**src/verilog/gsec_map.vh**
```
// constants for the global shutter exposure control block
`ifndef GSEC_MAP_VH
`define GSEC_MAP_VH

// ************************************************************
// register offsets
// ************************************************************
`define GSEC_ADDR_W 4
`define GSEC_OFS_COL_START 4'h0
`define GSEC_OFS_COL_LAST 4'h4
`define GSEC_OFS_STATUS 4'h8
`define GSEC_OFS_INT_TIME 4'hC

// ************************************************************
// field layout
// ************************************************************
`define GSEC_COL_W 7
`define GSEC_CNT_W 24
`define GSEC_ST_INTEGRATING 0
`define GSEC_ST_STORED 1
`define GSEC_ST_DS_SEEN 2
`define GSEC_ST_FULL_RESET 3
`define GSEC_ST_STANDBY 4
`define GSEC_ST_BLACK 5
`define GSEC_ST_COL_LSB 8

// ************************************************************
// reset values and counter saturation limit
// ************************************************************
`define GSEC_RST_COL_START 7'h00
`define GSEC_RST_COL_LAST 7'h4F
`define GSEC_CNT_MAX 24'hFFFFFF

`endif

```
**src/verilog/gsec_sync.v**
```verilog
// two flip-flop synchroniser for asynchronous control pins
`timescale 1ns/1ps
module gsec_sync #(
    parameter W = 1
) (
    input wire clk_in,
    input wire rstn_in,
    input wire [W-1:0] async_in,
    output wire [W-1:0] sync_out
);
    reg [W-1:0] meta_q;
    reg [W-1:0] sync_q;

    always @(posedge clk_in or negedge rstn_in)
    begin
        if (!rstn_in)
        begin
            meta_q <= {W{1'b0}};
            sync_q <= {W{1'b0}};
        end
        else
        begin
            meta_q <= async_in;
            sync_q <= meta_q;
        end
    end

    assign sync_out = sync_q;
endmodule

```
**src/verilog/gsec_top.v**
```verilog
// exposure, pixel memory and output stage control of a global shutter sensor
//
// Implementation choices: the strobed register port and the register offsets.
`timescale 1ns/1ps
`include "gsec_map.vh"
module gsec_top (
    input wire clk_in,
    input wire rstn_in,
    input wire reset_pulse_in,
    input wire dual_slope_reset_pulse_in,
    input wire precharge_in,
    input wire sample_in,
    input wire memory_level_select_in,
    input wire black_test_in,
    input wire output_enable_n_in,
    input wire column_shift_clk_in,
    input wire column_sync_in,
    input wire [`GSEC_ADDR_W-1:0] reg_addr_in,
    input wire [31:0] reg_wdata_in,
    input wire reg_wr_in,
    input wire reg_rd_in,
    output reg [31:0] reg_rdata_out,
    output reg pixel_reset_full_out,
    output reg pixel_reset_second_out,
    output reg integrating_out,
    output reg precharge_drive_out,
    output reg sample_drive_out,
    output reg memory_boost_high_out,
    output reg memory_stored_out,
    output reg readout_ready_out,
    output reg black_test_en_out,
    output reg output_stage_active_out,
    output reg [`GSEC_COL_W-1:0] column_addr_out,
    output reg pixel_update_out,
    output reg end_of_line_out
);
    // ************************************************************
    // pin synchronisers
    // ************************************************************
    wire [8:0] pins_s;
    wire rst_s;
    wire ds_s;
    wire pre_s;
    wire smp_s;
    wire mem_s;
    wire blk_s;
    wire oen_s;
    wire cclk_s;
    wire csync_s;

    // standby pin enters inverted, so a cleared synchroniser reads as standby
    gsec_sync #(
        .W(9)
    ) u_sync (
        .clk_in(clk_in),
        .rstn_in(rstn_in),
        .async_in({column_sync_in, column_shift_clk_in, ~output_enable_n_in, black_test_in,
                   memory_level_select_in, sample_in, precharge_in, dual_slope_reset_pulse_in,
                   reset_pulse_in}),
        .sync_out(pins_s)
    );

    assign rst_s = pins_s[0];
    assign ds_s = pins_s[1];
    assign pre_s = pins_s[2];
    assign smp_s = pins_s[3];
    assign mem_s = pins_s[4];
    assign blk_s = pins_s[5];
    assign oen_s = ~pins_s[6];
    assign cclk_s = pins_s[7];
    assign csync_s = pins_s[8];

    // ************************************************************
    // edge history
    // ************************************************************
    reg rst_prev_q;
    reg smp_prev_q;
    reg cclk_prev_q;
    wire rst_rise;
    wire rst_fall;
    wire smp_fall;
    wire cclk_rise;

    always @(posedge clk_in or negedge rstn_in)
    begin
        if (!rstn_in)
        begin
            rst_prev_q <= 1'b0;
            smp_prev_q <= 1'b0;
            cclk_prev_q <= 1'b0;
        end
        else
        begin
            rst_prev_q <= rst_s;
            smp_prev_q <= smp_s;
            cclk_prev_q <= cclk_s;
        end
    end

    // one-cycle strobe on a step of a synchronised pin
    function gsec_rise;
        input cur;
        input prev;
        begin
            gsec_rise = cur & ~prev;
        end
    endfunction

    function gsec_fall;
        input cur;
        input prev;
        begin
            gsec_fall = ~cur & prev;
        end
    endfunction

    assign rst_rise = gsec_rise(rst_s, rst_prev_q);
    assign rst_fall = gsec_fall(rst_s, rst_prev_q);
    assign smp_fall = gsec_fall(smp_s, smp_prev_q);
    assign cclk_rise = gsec_rise(cclk_s, cclk_prev_q);

    // ************************************************************
    // software registers
    // ************************************************************
    reg [`GSEC_COL_W-1:0] col_start_q;
    reg [`GSEC_COL_W-1:0] col_last_q;
    reg ds_seen_q;
    reg [`GSEC_CNT_W-1:0] int_cnt_q;
    reg [`GSEC_CNT_W-1:0] int_time_q;
    wire wr_status;

    assign wr_status = reg_wr_in && (reg_addr_in == `GSEC_OFS_STATUS);

    always @(posedge clk_in or negedge rstn_in)
    begin
        if (!rstn_in)
        begin
            col_start_q <= `GSEC_RST_COL_START;
            col_last_q <= `GSEC_RST_COL_LAST;
        end
        else if (reg_wr_in)
        begin
            if (reg_addr_in == `GSEC_OFS_COL_START)
                col_start_q <= reg_wdata_in[`GSEC_COL_W-1:0];
            if (reg_addr_in == `GSEC_OFS_COL_LAST)
                col_last_q <= reg_wdata_in[`GSEC_COL_W-1:0];
        end
    end

    // ************************************************************
    // reset drivers and integration window
    // ************************************************************
    // full level has priority so a coincident dual slope pulse cannot lower it
    always @(posedge clk_in or negedge rstn_in)
    begin
        if (!rstn_in)
        begin
            pixel_reset_full_out <= 1'b0;
            pixel_reset_second_out <= 1'b0;
            integrating_out <= 1'b0;
            ds_seen_q <= 1'b0;
        end
        else
        begin
            pixel_reset_full_out <= rst_s;
            pixel_reset_second_out <= ds_s & ~rst_s;
            if (rst_rise)
                integrating_out <= 1'b0;
            else if (rst_fall)
                integrating_out <= 1'b1;
            // hardware set wins over a write-one clear in the same cycle
            if (ds_s & ~rst_s & integrating_out)
                ds_seen_q <= 1'b1;
            else if (wr_status && reg_wdata_in[`GSEC_ST_DS_SEEN])
                ds_seen_q <= 1'b0;
        end
    end

    // integration length, captured when the next reset ends it
    always @(posedge clk_in or negedge rstn_in)
    begin
        if (!rstn_in)
        begin
            int_cnt_q <= {`GSEC_CNT_W{1'b0}};
            int_time_q <= {`GSEC_CNT_W{1'b0}};
        end
        else
        begin
            if (rst_rise)
            begin
                int_time_q <= int_cnt_q;
                int_cnt_q <= {`GSEC_CNT_W{1'b0}};
            end
            // the cycle in which integration starts counts as well
            else if (rst_fall)
                int_cnt_q <= {{(`GSEC_CNT_W-1){1'b0}}, 1'b1};
            else if (integrating_out && int_cnt_q != `GSEC_CNT_MAX)
                int_cnt_q <= int_cnt_q + 1'b1;
        end
    end

    // ************************************************************
    // pixel memory: precharge, sample, boost
    // ************************************************************
    always @(posedge clk_in or negedge rstn_in)
    begin
        if (!rstn_in)
        begin
            precharge_drive_out <= 1'b0;
            sample_drive_out <= 1'b0;
            memory_boost_high_out <= 1'b0;
            memory_stored_out <= 1'b0;
            readout_ready_out <= 1'b0;
        end
        else
        begin
            precharge_drive_out <= pre_s;
            sample_drive_out <= smp_s;
            memory_boost_high_out <= mem_s;
            if (pre_s)
                memory_stored_out <= 1'b0;
            else if (smp_fall)
                memory_stored_out <= 1'b1;
            // stored data stays readable across the next exposure
            readout_ready_out <= memory_stored_out & mem_s & ~pre_s & ~smp_s;
        end
    end

    // ************************************************************
    // output stages and column scan
    // ************************************************************
    always @(posedge clk_in or negedge rstn_in)
    begin
        if (!rstn_in)
        begin
            black_test_en_out <= 1'b0;
            output_stage_active_out <= 1'b0;
            column_addr_out <= `GSEC_RST_COL_START;
            pixel_update_out <= 1'b0;
            end_of_line_out <= 1'b0;
        end
        else
        begin
            black_test_en_out <= blk_s;
            output_stage_active_out <= ~oen_s;
            pixel_update_out <= cclk_rise & ~oen_s;
            end_of_line_out <= 1'b0;
            if (cclk_rise)
            begin
                if (csync_s)
                    column_addr_out <= col_start_q;
                else if (column_addr_out == col_last_q)
                    end_of_line_out <= 1'b1;
                else
                    column_addr_out <= column_addr_out + 1'b1;
            end
        end
    end

    // ************************************************************
    // register read port
    // ************************************************************
    always @(posedge clk_in or negedge rstn_in)
    begin
        if (!rstn_in)
            reg_rdata_out <= 32'h00000000;
        else if (reg_rd_in)
        begin
            reg_rdata_out <= 32'h00000000;
            case (reg_addr_in)
                `GSEC_OFS_COL_START: reg_rdata_out[`GSEC_COL_W-1:0] <= col_start_q;
                `GSEC_OFS_COL_LAST: reg_rdata_out[`GSEC_COL_W-1:0] <= col_last_q;
                `GSEC_OFS_STATUS:
                begin
                    reg_rdata_out[`GSEC_ST_INTEGRATING] <= integrating_out;
                    reg_rdata_out[`GSEC_ST_STORED] <= memory_stored_out;
                    reg_rdata_out[`GSEC_ST_DS_SEEN] <= ds_seen_q;
                    reg_rdata_out[`GSEC_ST_FULL_RESET] <= pixel_reset_full_out;
                    reg_rdata_out[`GSEC_ST_STANDBY] <= ~output_stage_active_out;
                    reg_rdata_out[`GSEC_ST_BLACK] <= black_test_en_out;
                    reg_rdata_out[`GSEC_ST_COL_LSB+`GSEC_COL_W-1:`GSEC_ST_COL_LSB] <= column_addr_out;
                end
                `GSEC_OFS_INT_TIME: reg_rdata_out[`GSEC_CNT_W-1:0] <= int_time_q;
                default: reg_rdata_out <= 32'h00000000;
            endcase
        end
        else
            reg_rdata_out <= 32'h00000000;
    end
endmodule

```
**config.mk**
```make
export PLATFORM = sky130hd
export DESIGN_NAME = gsec_top
export DESIGN_NICKNAME = d
export VERILOG_FILES = /design/src/verilog/gsec_sync.v /design/src/verilog/gsec_top.v
export VERILOG_INCLUDE_DIRS = /design/src /design/src/verilog
export SDC_FILE = /design/constraint.sdc
export NUM_CORES = 1
export LEC_CHECK = 0
export BUFFER_PORTS_ARGS = -buffer_cell sky130_fd_sc_hd__buf_2
export CAP_MARGIN = 20
export CORE_AREA = 2 2 178 93
export CTS_CLUSTER_DIAMETER = 30
export DETAILED_ROUTE_END_ITERATION = 8
export DIE_AREA = 0 0 180 95
export GPL_TIMING_DRIVEN = 0
export SLEW_MARGIN = 5
export SYNTH_ARGS = -nofsm -noshare
export SYNTH_HDL_FRONTEND = slang
export SYNTH_SLANG_ARGS = --single-unit
export TNS_END_PERCENT = 30
```
**constraint.sdc**
```tcl
create_clock -name clk_in -period 2.6 [get_ports clk_in]
set_input_delay 0 -clock clk_in [delete_from_list [all_inputs] [get_ports clk_in]]
set_output_delay 0 -clock clk_in [all_outputs]
set_load 0.01 [all_outputs]
```
After elaboration in Yosys (flattened, before gate mapping)
Index checks and enable logic that the tools add are counted.
- equality and inequality tests: 6
- add/sub/neg operators: 2
- reduce and logical (&&, ||, !) cells: 11
- bitwise operators: 17
- mux-type cells: 20
- operator list (cell ; count):
    $mux W24 ; 4
    $add A24 B1 Y24 const B ; 1
    $ne A24 B24 Y1 const B ; 1
    $pmux W6 S4 ; 1
    $mux W7 ; 2
    $pmux W7 S2 ; 1
    $and A1 B1 Y1 ; 10
    $mux W1 ; 10
    $mux W9 ; 1
    $eq A4 B4 Y1 const B ; 2
    $add A7 B1 Y7 const B ; 1
    $eq A7 B7 Y1 ; 1
    $not A1 Y1 ; 7
    $reduce_and A2 Y1 ; 3
    $reduce_bool A2 Y1 ; 3
    $eq A4 B3 Y1 const B ; 1
    $logic_not A4 Y1 ; 1
    $logic_and A1 B1 Y1 ; 3
    $pmux W1 S3 ; 1
    $reduce_bool A3 Y1 ; 1
    $ne A2 B1 Y1 const B ; 1
- output and inout bits: 51
- word-level logic and storage cells: 78
- flip-flop bits (word level): 133
- bits of input ports: 49

Longest topological paths before layout
Gate-level depths: netlist of run 1.
- depth after elaboration: 5
- gate-level depth with buffers: 9
- gate-level depth less buffers: 7

By module
Synthesis of run 1 repeated with hierarchy kept, for this count alone.
- cells, all modules: 430
- area, all modules: 5393.9 um^2
- by module, submodules not included (module ; area each (um^2) ; seq. area each (um^2) ; times used ; cells an instance):
    gsec_top ; 4943.5 ; 2683.8 ; 1 ; 412
    gsec_sync ; 450.4 ; 450.4 ; 1 ; 18

Worst setup path before layout of run 1
Ideal clock, no wire load.
- kind: reg-to-reg
- from: register int_cnt_q[13]
- to: register int_cnt_q[9]
- arrival time: 1.937 ns
- required time: 2.508 ns
- buffers on the path: 4
- library setup time: 0.092 ns
- clock period less this slack: 2.028 ns
- stages on the path, launching flop included: 10
- slack: 0.572 ns
- cell sequence: dfrtp_1 buf_6 and4_1 buf_6 and4_4 buf_6 a31o_4 or2_4 buf_6 o31ai_2
- longest elaborated chain between the ends: 3
- RTL lines (element ; RTL line ; RTL):
    start, declared ; gsec_top.v:128 ; reg [`GSEC_CNT_W-1:0] int_cnt_q;
    start signal, assigned ; gsec_top.v:184 ; int_cnt_q <= {`GSEC_CNT_W{1'b0}};
    start signal, assigned ; gsec_top.v:192 ; int_cnt_q <= {`GSEC_CNT_W{1'b0}};
    start signal, assigned ; gsec_top.v:196 ; int_cnt_q <= {{(`GSEC_CNT_W-1){1'b0}}, 1'b1};
    $ne A24 B24 Y1 (no source line) ; - ;
    $logic_and A1 B1 Y1 (no source line) ; - ;
    $reduce_bool A3 Y1 (no source line) ; - ;
Every way passes these cells.
A chain may end at the register's enable or synchronous reset.

==> results.sh, run 1 <==
export IMPL_skew_ns=0.007856
export IMPL_final_util_pct=43.69
export IMPL_dp_hpwl_um=8979
export IMPL_ir_drop_mv=0.3500
export IMPL_wl_per_cell_um=16.89
export IMPL_place_area_mm2=0.006007
export IMPL_n_antenna_cell=0
export IMPL_final_nets=597
export IMPL_clkTransAtPathRegs_ns=0.06
export IMPL_status="finished clean"
export IMPL_numClockSinks=125
export IMPL_power_total_mw=5.517
export IMPL_grt_pass1_vias=3705
export IMPL_numCtsBuffers=17
export IMPL_syn_inst=428
export IMPL_yosys_most_used_dff="dfrtp_1"
export IMPL_setup_ws_ns=0.1732
export IMPL_finalHoldViolCount=0
export IMPL_fin_hold_ws_ns=0.05304
export IMPL_synth_top_area_share_pct=56.09
export IMPL_grt_overflow=0
export IMPL_core_area_mm2=0.01573
export IMPL_fin_area_mm2=0.006873
export IMPL_netlist_area_mm2=0.005354
export IMPL_initial_utilization_pct=34.03
export IMPL_synth_commonest_cells="dfrtp_1 (120), mux2_2 (38), nor2_1 (34)"
export IMPL_io_buffers=66
export IMPL_drive_above_1_share_pct=34.11
export IMPL_boundaryPins=100
export IMPL_rows=33
export IMPL_track_usage_pct=15.88
export IMPL_fin_crit_sh_pct=93.34
export IMPL_drc=0
export IMPL_critPathCaptureType="flip-flop"
export IMPL_dp_cells=712
export IMPL_cp_slowest_cell="ha_1"
export IMPL_arrival_ns=2.71
export IMPL_yosysUniqueCellTypes=46
export IMPL_crit_type="flip-flop to flip-flop"
export IMPL_synth_edf_count=0
export IMPL_routed_wl_um=12960
export IMPL_yosysMostFrequentCell="dfrtp_1"
export IMPL_cpLargestDelayFamily="buffers and inverters"
export IMPL_setup_viol=0
export IMPL_worstPathRequired_ns=2.88
export IMPL_startpoint_type="flip-flop"
export IMPL_synth_area_leaders="dfrtp_1 (56%), mux2_2 (8.0%), o31ai_2 (3.0%)"
export IMPL_fmax_ghz=0.4121
export IMPL_p_per_area_mw_per_mm2=802.7
export IMPL_yosys_warnings=0
export IMPL_maxCapViolations=0
export IMPL_die_area_mm2=0.01710
export IMPL_crit_chain="inv_1 -> ha_1 -> or2_2 -> clkbuf_1 -> clkbuf_2 -> a41oi_1 -> o21ai_0 -> o41ai_2"
export IMPL_clkLatencyLatePin_ns=0.41
export IMPL_post_place_ws_ns=-0.1648
export IMPL_regArea_mm2=0.003134
export IMPL_fin_cells=767
export IMPL_clk_path_buf_depth=2
export IMPL_drtIter0Drc=259
export IMPL_gp_congestion=0.8369
export IMPL_htree_levels=4
export IMPL_die_w_um=180
export IMPL_ys_seq_area_share_pct=58.54
export IMPL_area_delta_synth_final_pct=28.37
export IMPL_min_period_ns=2.427
export IMPL_cts_tree="done"
export IMPL_vias_per_cell=5.012
export IMPL_rsz0062_at_grt="false"
export IMPL_vias=3844
export IMPL_ctsRootBufferMaster="clkbuf_16"
export IMPL_async_flop_share_pct=100.0
export IMPL_worstPathMaxFanout=10
export IMPL_timing_setup_tns_ns=0
export IMPL_grt_max_degree=67
export IMPL_die_h_um=95
export IMPL_slew_headroom_pct=49.39
export IMPL_synth_top_area_cell="dfrtp_1"
export IMPL_avgSynthCellArea_um2=12.51
export IMPL_slowest_delay_ns=0.48
export IMPL_grt_pass1_wl_um=20450
export IMPL_power_leakage_nw=3.276
export IMPL_synth_seq_cells=125
export IMPL_num_fill_cells=1419
export IMPL_cp_num_buf_inv=3
export IMPL_multi_input_area_mm2=0.002023
export IMPL_postRouteAntennaNets=0
export IMPL_max_slew_worst_pin_slew_ns=0.7564
export IMPL_maxSlewViolCount=0
export IMPL_firstDrtPassIters=5
export IMPL_hp_class="input pin to flip-flop"
export IMPL_antenna_found_initial=0
## what timing repair did
action / in CTS / in global routing
resized for setup: 1 / 2
buffers inserted: 0 / 2
setup endpoints to repair: 17 / 23
hold endpoints to repair: 96 / 0
hold buffers: 21 / 0
pin swaps: 0 / 1
## layout make-up
class	count	area share [%]
Buffer	30	2.731
Clock buffer	17	6.190
Clock inverter	15	3.077
Inverter	9	0.4915
Multi-Input combinational cell	270	29.44
Sequential cell	125	45.60
Tap cell	210	3.823
Timing Repair Buffer	91	8.647
## cells by family after synthesis
family	Yosys count	share of synthesized area [%]
AO/OA/AOI/OAI	80	11.40
adder cells (fa/ha/maj)	4	0.9348
multiplexers	53	11.97
flip-flops	125	58.54
AND/OR/NAND/NOR	118	11.78
other	1	0.07004
XOR/XNOR	7	1.145
buffers and inverters	40	4.160
## path summary, 6_finish.rpt
check	startpoint	to	slack [ns]	depth (start not counted)
max	pixel_reset_full_out	int_cnt_q[22]	0.17	8
min	reg_addr_in[2]	col_start_q[0]	0.05	3
max reg2reg	pixel_reset_full_out	int_cnt_q[22]	0.17	8
min reg2reg	u_sync.meta_q[0]	u_sync.sync_out[0]	0.35	0
max in group asynchronous	rstn_in	col_last_q[2]	1.68	3
min in group asynchronous	rstn_in	reg_rdata_out[16]	0.16	2
## placed cells by master (no fill, tap or decap), types with 11 or more instances in the layout
master	count
dlygate4sd3_1	21
nand2_1	16
o21ai_0	25
dfrtp_1	120
and2_1	11
o31ai_2	13
clkbuf_16	17
nor2_1	34
mux2_2	38
buf_2	68
nand3_1	13
## power by group
group	leakage, nW	switching [mW]	internal [mW]	total (mW)
Sequential	1.62	0.209	2.11	2.32
Combinational	1.35	0.334	0.312	0.645
Clock	0.302	0.931	1.62	2.55
## sequential cells by signal, indices dropped and copies added, names as in the netlist
register and flops:
black_test_en_out 1, cclk_prev_q 1, col_last_q 7, col_start_q 7, column_addr_out 7, ds_seen_q 1, end_of_line_out 1, int_cnt_q 24
int_time_q 24, integrating_out 1, memory_boost_high_out 1, memory_stored_out 1, output_stage_active_out 1, pixel_reset_full_out 1, pixel_reset_second_out 1, pixel_update_out 1
precharge_drive_out 1, readout_ready_out 1, reg_rdata_out 24, sample_drive_out 1, u_sync.meta_q 9, u_sync.sync_out 9
## metal layers
layer	global-route usage [%]	up-vias	routed length (µm)
met4	5.488	0	113
met5	0	-	0
li1	-	1760	-
met2	20.43	127	5220
met1	24.92	1946	6766
met3	4.204	11	857
## worst reg2reg max path, delay by kind of cell, from the launching register on
kind / cells / cell delay (ns)
fa+ha+maj: 1 / 0.48
simple gates: 1 / 0.20
compound gates: 3 / 0.42
flops: 1 / 0.46
buf+inv: 3 / 0.75
(Power assumes the default switching activity.)
==> inputs of run 2 (changes only) <==
CORE_AREA = 2 2 143 75   (was 2 2 178 93)
DIE_AREA = 0 0 145 77   (was 0 0 180 95)
PLACE_DENSITY = 0.78   (was default)
==> run 2 against run 1 <==
Effect of this change:
- worst setup slack got worse by 0.021 ns
- via count rose by 1.4%
- cell count down 9.1%
- worst hold slack got worse by 0.049 ns
- total power shrank 4.7%
- die area shrank 35%
- maximum frequency shrank 0.86%
==> results.sh, run 2 (same netlist as run 1, synthesis figures left out) <==
export IMPL_ir_drop_mv=0.4806
export IMPL_area_delta_synth_final_pct=25.61
export IMPL_max_slew_worst_pin_slew_ns=0.6822
export IMPL_multi_input_area_mm2=0.002023
export IMPL_io_buffers=66
export IMPL_skew_ns=0.009688
export IMPL_numCtsBuffers=17
export IMPL_maxCapViolations=0
export IMPL_rows=26
export IMPL_die_h_um=77
export IMPL_critPathCaptureType="flip-flop"
export IMPL_clk_path_buf_depth=2
export IMPL_boundaryPins=100
export IMPL_regArea_mm2=0.003134
export IMPL_dp_hpwl_um=8583
export IMPL_r2r_cells=8
export IMPL_die_area_mm2=0.01117
export IMPL_clkLatencyLatePin_ns=0.42
export IMPL_layout_common_cells="dfrtp_1 (120), buf_2 (67), mux2_2 (38), nor2_1 (34), o21ai_0 (25)"
export IMPL_firstDrtPassIters=5
export IMPL_power_total_mw=5.260
export IMPL_whs_path_depth=3
export IMPL_reg_top3="int_cnt_q (24), int_time_q (24), reg_rdata_out (24)"
export IMPL_wl_per_cell_um=18.09
export IMPL_fin_crit_sh_pct=94.14
export IMPL_grt_pass1_vias=3843
export IMPL_power_leakage_nw=3.246
export IMPL_htree_levels=4
export IMPL_crit_type="flip-flop to flip-flop"
export IMPL_final_nets=597
export IMPL_vias_per_cell=5.591
export IMPL_ctsRootBufferMaster="clkbuf_16"
export IMPL_post_place_ws_ns=-0.02623
export IMPL_p_per_area_mw_per_mm2=782.1
export IMPL_r2r_setup_slack_ns=0.15
export IMPL_maxSlewViolCount=0
export IMPL_final_common_cell="dfrtp_1"
export IMPL_reg2reg_from="pixel_reset_full_out"
export IMPL_hp_class="input pin to flip-flop"
export IMPL_drc=0
export IMPL_worstPathMaxFanout=10
export IMPL_num_fill_cells=701
export IMPL_die_w_um=145
export IMPL_fin_cells=697
export IMPL_grt_max_degree=74
export IMPL_grt_pass1_wl_um=20440
export IMPL_fmax_ghz=0.4085
export IMPL_finalHoldViolCount=0
export IMPL_routed_wl_um=12610
export IMPL_n_antenna_cell=0
export IMPL_holdCritStartpoint="reg_addr_in[2]"
export IMPL_core_area_mm2=0.009922
export IMPL_gp_congestion=0.8504
export IMPL_setup_ws_ns=0.1523
export IMPL_postRouteAntennaNets=0
export IMPL_rsz0062_at_grt="false"
export IMPL_startpoint_type="flip-flop"
export IMPL_setup_viol=0
export IMPL_worstPathRequired_ns=2.89
export IMPL_cts_tree="done"
export IMPL_clkTransAtPathRegs_ns=0.06
export IMPL_arrival_ns=2.74
export IMPL_numClockSinks=125
export IMPL_vias=3897
export IMPL_fin_hold_ws_ns=0.004190
export IMPL_drive_above_1_share_pct=34.29
export IMPL_drtIter0Drc=402
export IMPL_track_usage_pct=24.07
export IMPL_initial_utilization_pct=53.96
export IMPL_slew_headroom_pct=54.35
export IMPL_status="finished clean"
export IMPL_grt_overflow=0
export IMPL_worstReg2RegEnd="int_cnt_q[22]"
export IMPL_worstHoldEndpoint="col_start_q[0]"
export IMPL_antenna_found_initial=0
export IMPL_dp_cells=642
export IMPL_min_period_ns=2.448
[run 2: how the worst max path moves through the flow]
stage | from | endpoint | slack, ns
6_report | pixel_reset_full_out | int_cnt_q[22] | 0.15
3_5_place_dp | pixel_reset_full_out | int_cnt_q[22] | -0.03
5_1_grt | pixel_reset_full_out | int_cnt_q[15] | 0.05
2_1_floorplan | int_cnt_q[13] | int_cnt_q[9] | 0.57
3_3_place_gp | rstn_in | u_sync.meta_q[2] | 0.008
4_1_cts | pixel_reset_full_out | int_cnt_q[22] | 0.07
[run 2: timing repair]
item,4_1_cts,5_1_grt
endpoints found under the hold margin,93,0
buffers inserted,0,3
setup endpoints to repair,12,13
pin swaps,0,1
hold buffers,20,0
gates resized for setup,0,4
[run 2: critical path, cell delays in order, from the launching register on]
cell and delay, ns:
dfrtp_1 0.45, inv_1 0.08, ha_1 0.48, or2_2 0.20
clkbuf_1 0.33, clkbuf_2 0.34, a41oi_1 0.07, o21ai_0 0.23
o41ai_2 0.12
[run 2: final cells by class]
| cell class | count | area share, % |
|---|---|---|
| inverter | 9 | 0.5023 |
| clock buffer | 17 | 6.326 |
| sequential | 125 | 46.60 |
| tap | 140 | 2.605 |
| timing repair buffer | 91 | 8.837 |
| clock inverter | 15 | 2.251 |
| multi-input combinational | 270 | 30.08 |
| buffer | 30 | 2.791 |
[run 2: layer usage]
metal  up-vias  global-route usage, %  wire, µm
met3        15                  8.690      1036
met2       158                  33.62      5454
met4         0                  8.020       165
li1       1764                      -         -
met1      1960                  34.92      5955
met5         -                      0         0
[run 2: where the power goes]
group / total, mW / switching [mW] / internal, mW
logic: 0.652 / 0.339 / 0.313
clock network: 2.29 / 0.948 / 1.34
registers: 2.32 / 0.205 / 2.11
[run 2: through the flow]
step / instance area (µm²) / setup TNS (ns) / util [%]
detailed placement: 5919 / -0.04725 / 59.66
floorplan: 5380 / 0 / -
CTS: 6693 / 0 / 67.45
finish: 6725 / 0 / 67.78
global route: 6725 / 0 / 67.78
global placement: 5886 / 0 / 59.32
==> inputs of run 3 (changes only) <==
CORE_AREA = 2 2 141 74   (was 2 2 143 75)
CTS_BUF_LIST = sky130_fd_sc_hd__clkbuf_8   (was default)
CTS_CLUSTER_SIZE = 14   (was default)
DIE_AREA = 0 0 143 76   (was 0 0 145 77)
PLACE_DENSITY = 0.8   (was 0.78)
==> run 3 against run 2 <==
Effect of this change:
- global-route usage up 1.3 points
- clock skew shrank 0.0016 ns
- cell area fell by 1.2%
- critical endpoint is now int_cnt_q[6]
- cell count unchanged
- clock power decreased by 12%
==> results.sh, run 3 (same netlist as run 1, synthesis figures left out) <==
export IMPL_status="finished clean"
export IMPL_vias=3973
export IMPL_maxSlewViolCount=0
export IMPL_fin_hold_ws_ns=0.04602
export IMPL_die_area_mm2=0.01087
export IMPL_die_w_um=143
export IMPL_htree_levels=4
export IMPL_worstPathMaxFanout=10
export IMPL_slew_headroom_pct=19.75
export IMPL_cp_num_buf_inv=3
export IMPL_startpoint_type="flip-flop"
export IMPL_crit_chain="inv_1 -> ha_1 -> or2_2 -> clkbuf_1 -> clkbuf_2 -> a31oi_1 -> o21ai_0 -> o31ai_2"
export IMPL_setup_viol=0
export IMPL_clkTransAtPathRegs_ns=0.08
export IMPL_critPathCaptureType="flip-flop"
export IMPL_reg_top3="int_cnt_q (24), int_time_q (24), reg_rdata_out (24)"
export IMPL_fin_crit_sh_pct=94.28
export IMPL_rsz0062_at_grt="false"
export IMPL_grt_max_degree=101
export IMPL_p_per_area_mw_per_mm2=750.3
export IMPL_worstPathRequired_ns=2.91
export IMPL_drtIter0Drc=435
export IMPL_postRouteAntennaNets=0
export IMPL_drive_above_1_share_pct=34.29
export IMPL_ctsRootBufferMaster="clkbuf_8"
export IMPL_layout_common_cells="dfrtp_1 (120), buf_2 (67), mux2_2 (38), nor2_1 (34), o21ai_0 (25)"
export IMPL_cpLargestDelayFamily="buffers and inverters"
export IMPL_finalHoldViolCount=0
export IMPL_wl_per_cell_um=18.66
export IMPL_gp_congestion=0.8700
export IMPL_routed_wl_um=13010
export IMPL_numClockSinks=125
export IMPL_max_slew_worst_pin_slew_ns=1.195
export IMPL_fmax_ghz=0.4080
export IMPL_slowest_delay_ns=0.48
export IMPL_min_period_ns=2.451
export IMPL_core_area_mm2=0.009792
export IMPL_final_nets=597
export IMPL_fin_cells=697
export IMPL_firstDrtPassIters=5
export IMPL_grt_overflow=0
export IMPL_rows=26
export IMPL_vias_per_cell=5.700
export IMPL_crit_type="flip-flop to flip-flop"
export IMPL_ir_drop_mv=0.4424
export IMPL_die_h_um=76
export IMPL_dp_hpwl_um=8612
export IMPL_final_common_cell="dfrtp_1"
export IMPL_drc=0
export IMPL_skew_ns=0.008118
export IMPL_cts_tree="done"
export IMPL_track_usage_pct=25.35
export IMPL_numCtsBuffers=17
export IMPL_grt_pass1_wl_um=20800
export IMPL_io_buffers=66
export IMPL_n_antenna_cell=0
export IMPL_boundaryPins=100
export IMPL_clkLatencyLatePin_ns=0.44
export IMPL_final_util_pct=67.84
export IMPL_grt_pass1_vias=3868
export IMPL_hp_class="input pin to flip-flop"
export IMPL_dp_cells=642
export IMPL_clk_path_buf_depth=2
export IMPL_cp_slowest_cell="ha_1"
export IMPL_arrival_ns=2.77
export IMPL_initial_utilization_pct=54.68
export IMPL_antenna_found_initial=0
export IMPL_area_delta_synth_final_pct=24.07
export IMPL_power_leakage_nw=3.202
export IMPL_maxCapViolations=0
run 3: changes by cell type in the layout (fill, tap and decap cells not counted), sizes merged:
cell,before,now
dlygate4sd3,20,21
clkinvlp,3,4
inv,17,11
bufinv,1,5
clkbuf,28,29
clkinv,3,2
run 3: worst paths after layout:
kind / end / start / cells past startpoint / slack (ns)
setup / recovery: int_cnt_q[6] / pixel_reset_full_out / 8 / 0.15
hold / removal: ds_seen_q / reg_wr_in / 5 / 0.05
setup reg to reg: int_cnt_q[6] / pixel_reset_full_out / 8 / 0.15
hold reg to reg: u_sync.sync_out[1] / u_sync.meta_q[1] / 0 / 0.35
max in group asynchronous: col_last_q[3] / rstn_in / 3 / 2.01
min in group asynchronous: reg_rdata_out[16] / rstn_in / 3 / 0.06
run 3: layout make-up:
cell class                 count  area, µm²
timing repair buffer          91      609.3
multi-input combinational    270       2029
inverter                       9      33.78
sequential                   125       3134
clock buffer                  19      261.5
clock inverter                13      211.5
fill                         724       3149
tap                          140      175.2
buffer                        30      187.7
run 3: what timing repair did:
item	4_1_cts	5_1_grt
buffers inserted	0	2
resized for setup	1	3
pin swaps	0	1
endpoints found under the setup margin	13	22
hold buffers	22	0
hold endpoints to repair	151	0
cloned	0	0
run 3: worst min-delay path, cell delays in order:
cell     delay (ns)
buf_2          0.10
nand2_1        0.10
nor2_1         0.06
nand3_1        0.08
a22o_1         0.12
run 3: stage by stage:
step / power, mW / setup WS [ns] / instance area [µm²] / setup TNS (ns)
floorplan: 2.671 / 0.5717 / 5380 / 0
global placement: 2.899 / 0.03828 / 5886 / 0
detailed placement: 2.952 / -0.04007 / 5919 / -0.07012
CTS: 4.985 / 0.07609 / 6620 / 0
global route: 5.172 / 0.06920 / 6643 / 0
finish: 4.984 / 0.1487 / 6643 / 0
run 3: power breakdown:
group | switching [mW] | internal, mW
Combinational | 0.340 | 0.315
Clock | 0.814 | 1.20
Sequential | 0.209 | 2.11
run 3: per-layer routing:
layer | track usage (%) | wire (µm) | vias up
li1 | - | - | 1763
met1 | 39.40 | 5993 | 2002
met2 | 34.83 | 5781 | 192
met3 | 6.285 | 1088 | 16
met4 | 8.515 | 146 | 0
met5 | 0 | 0 | -
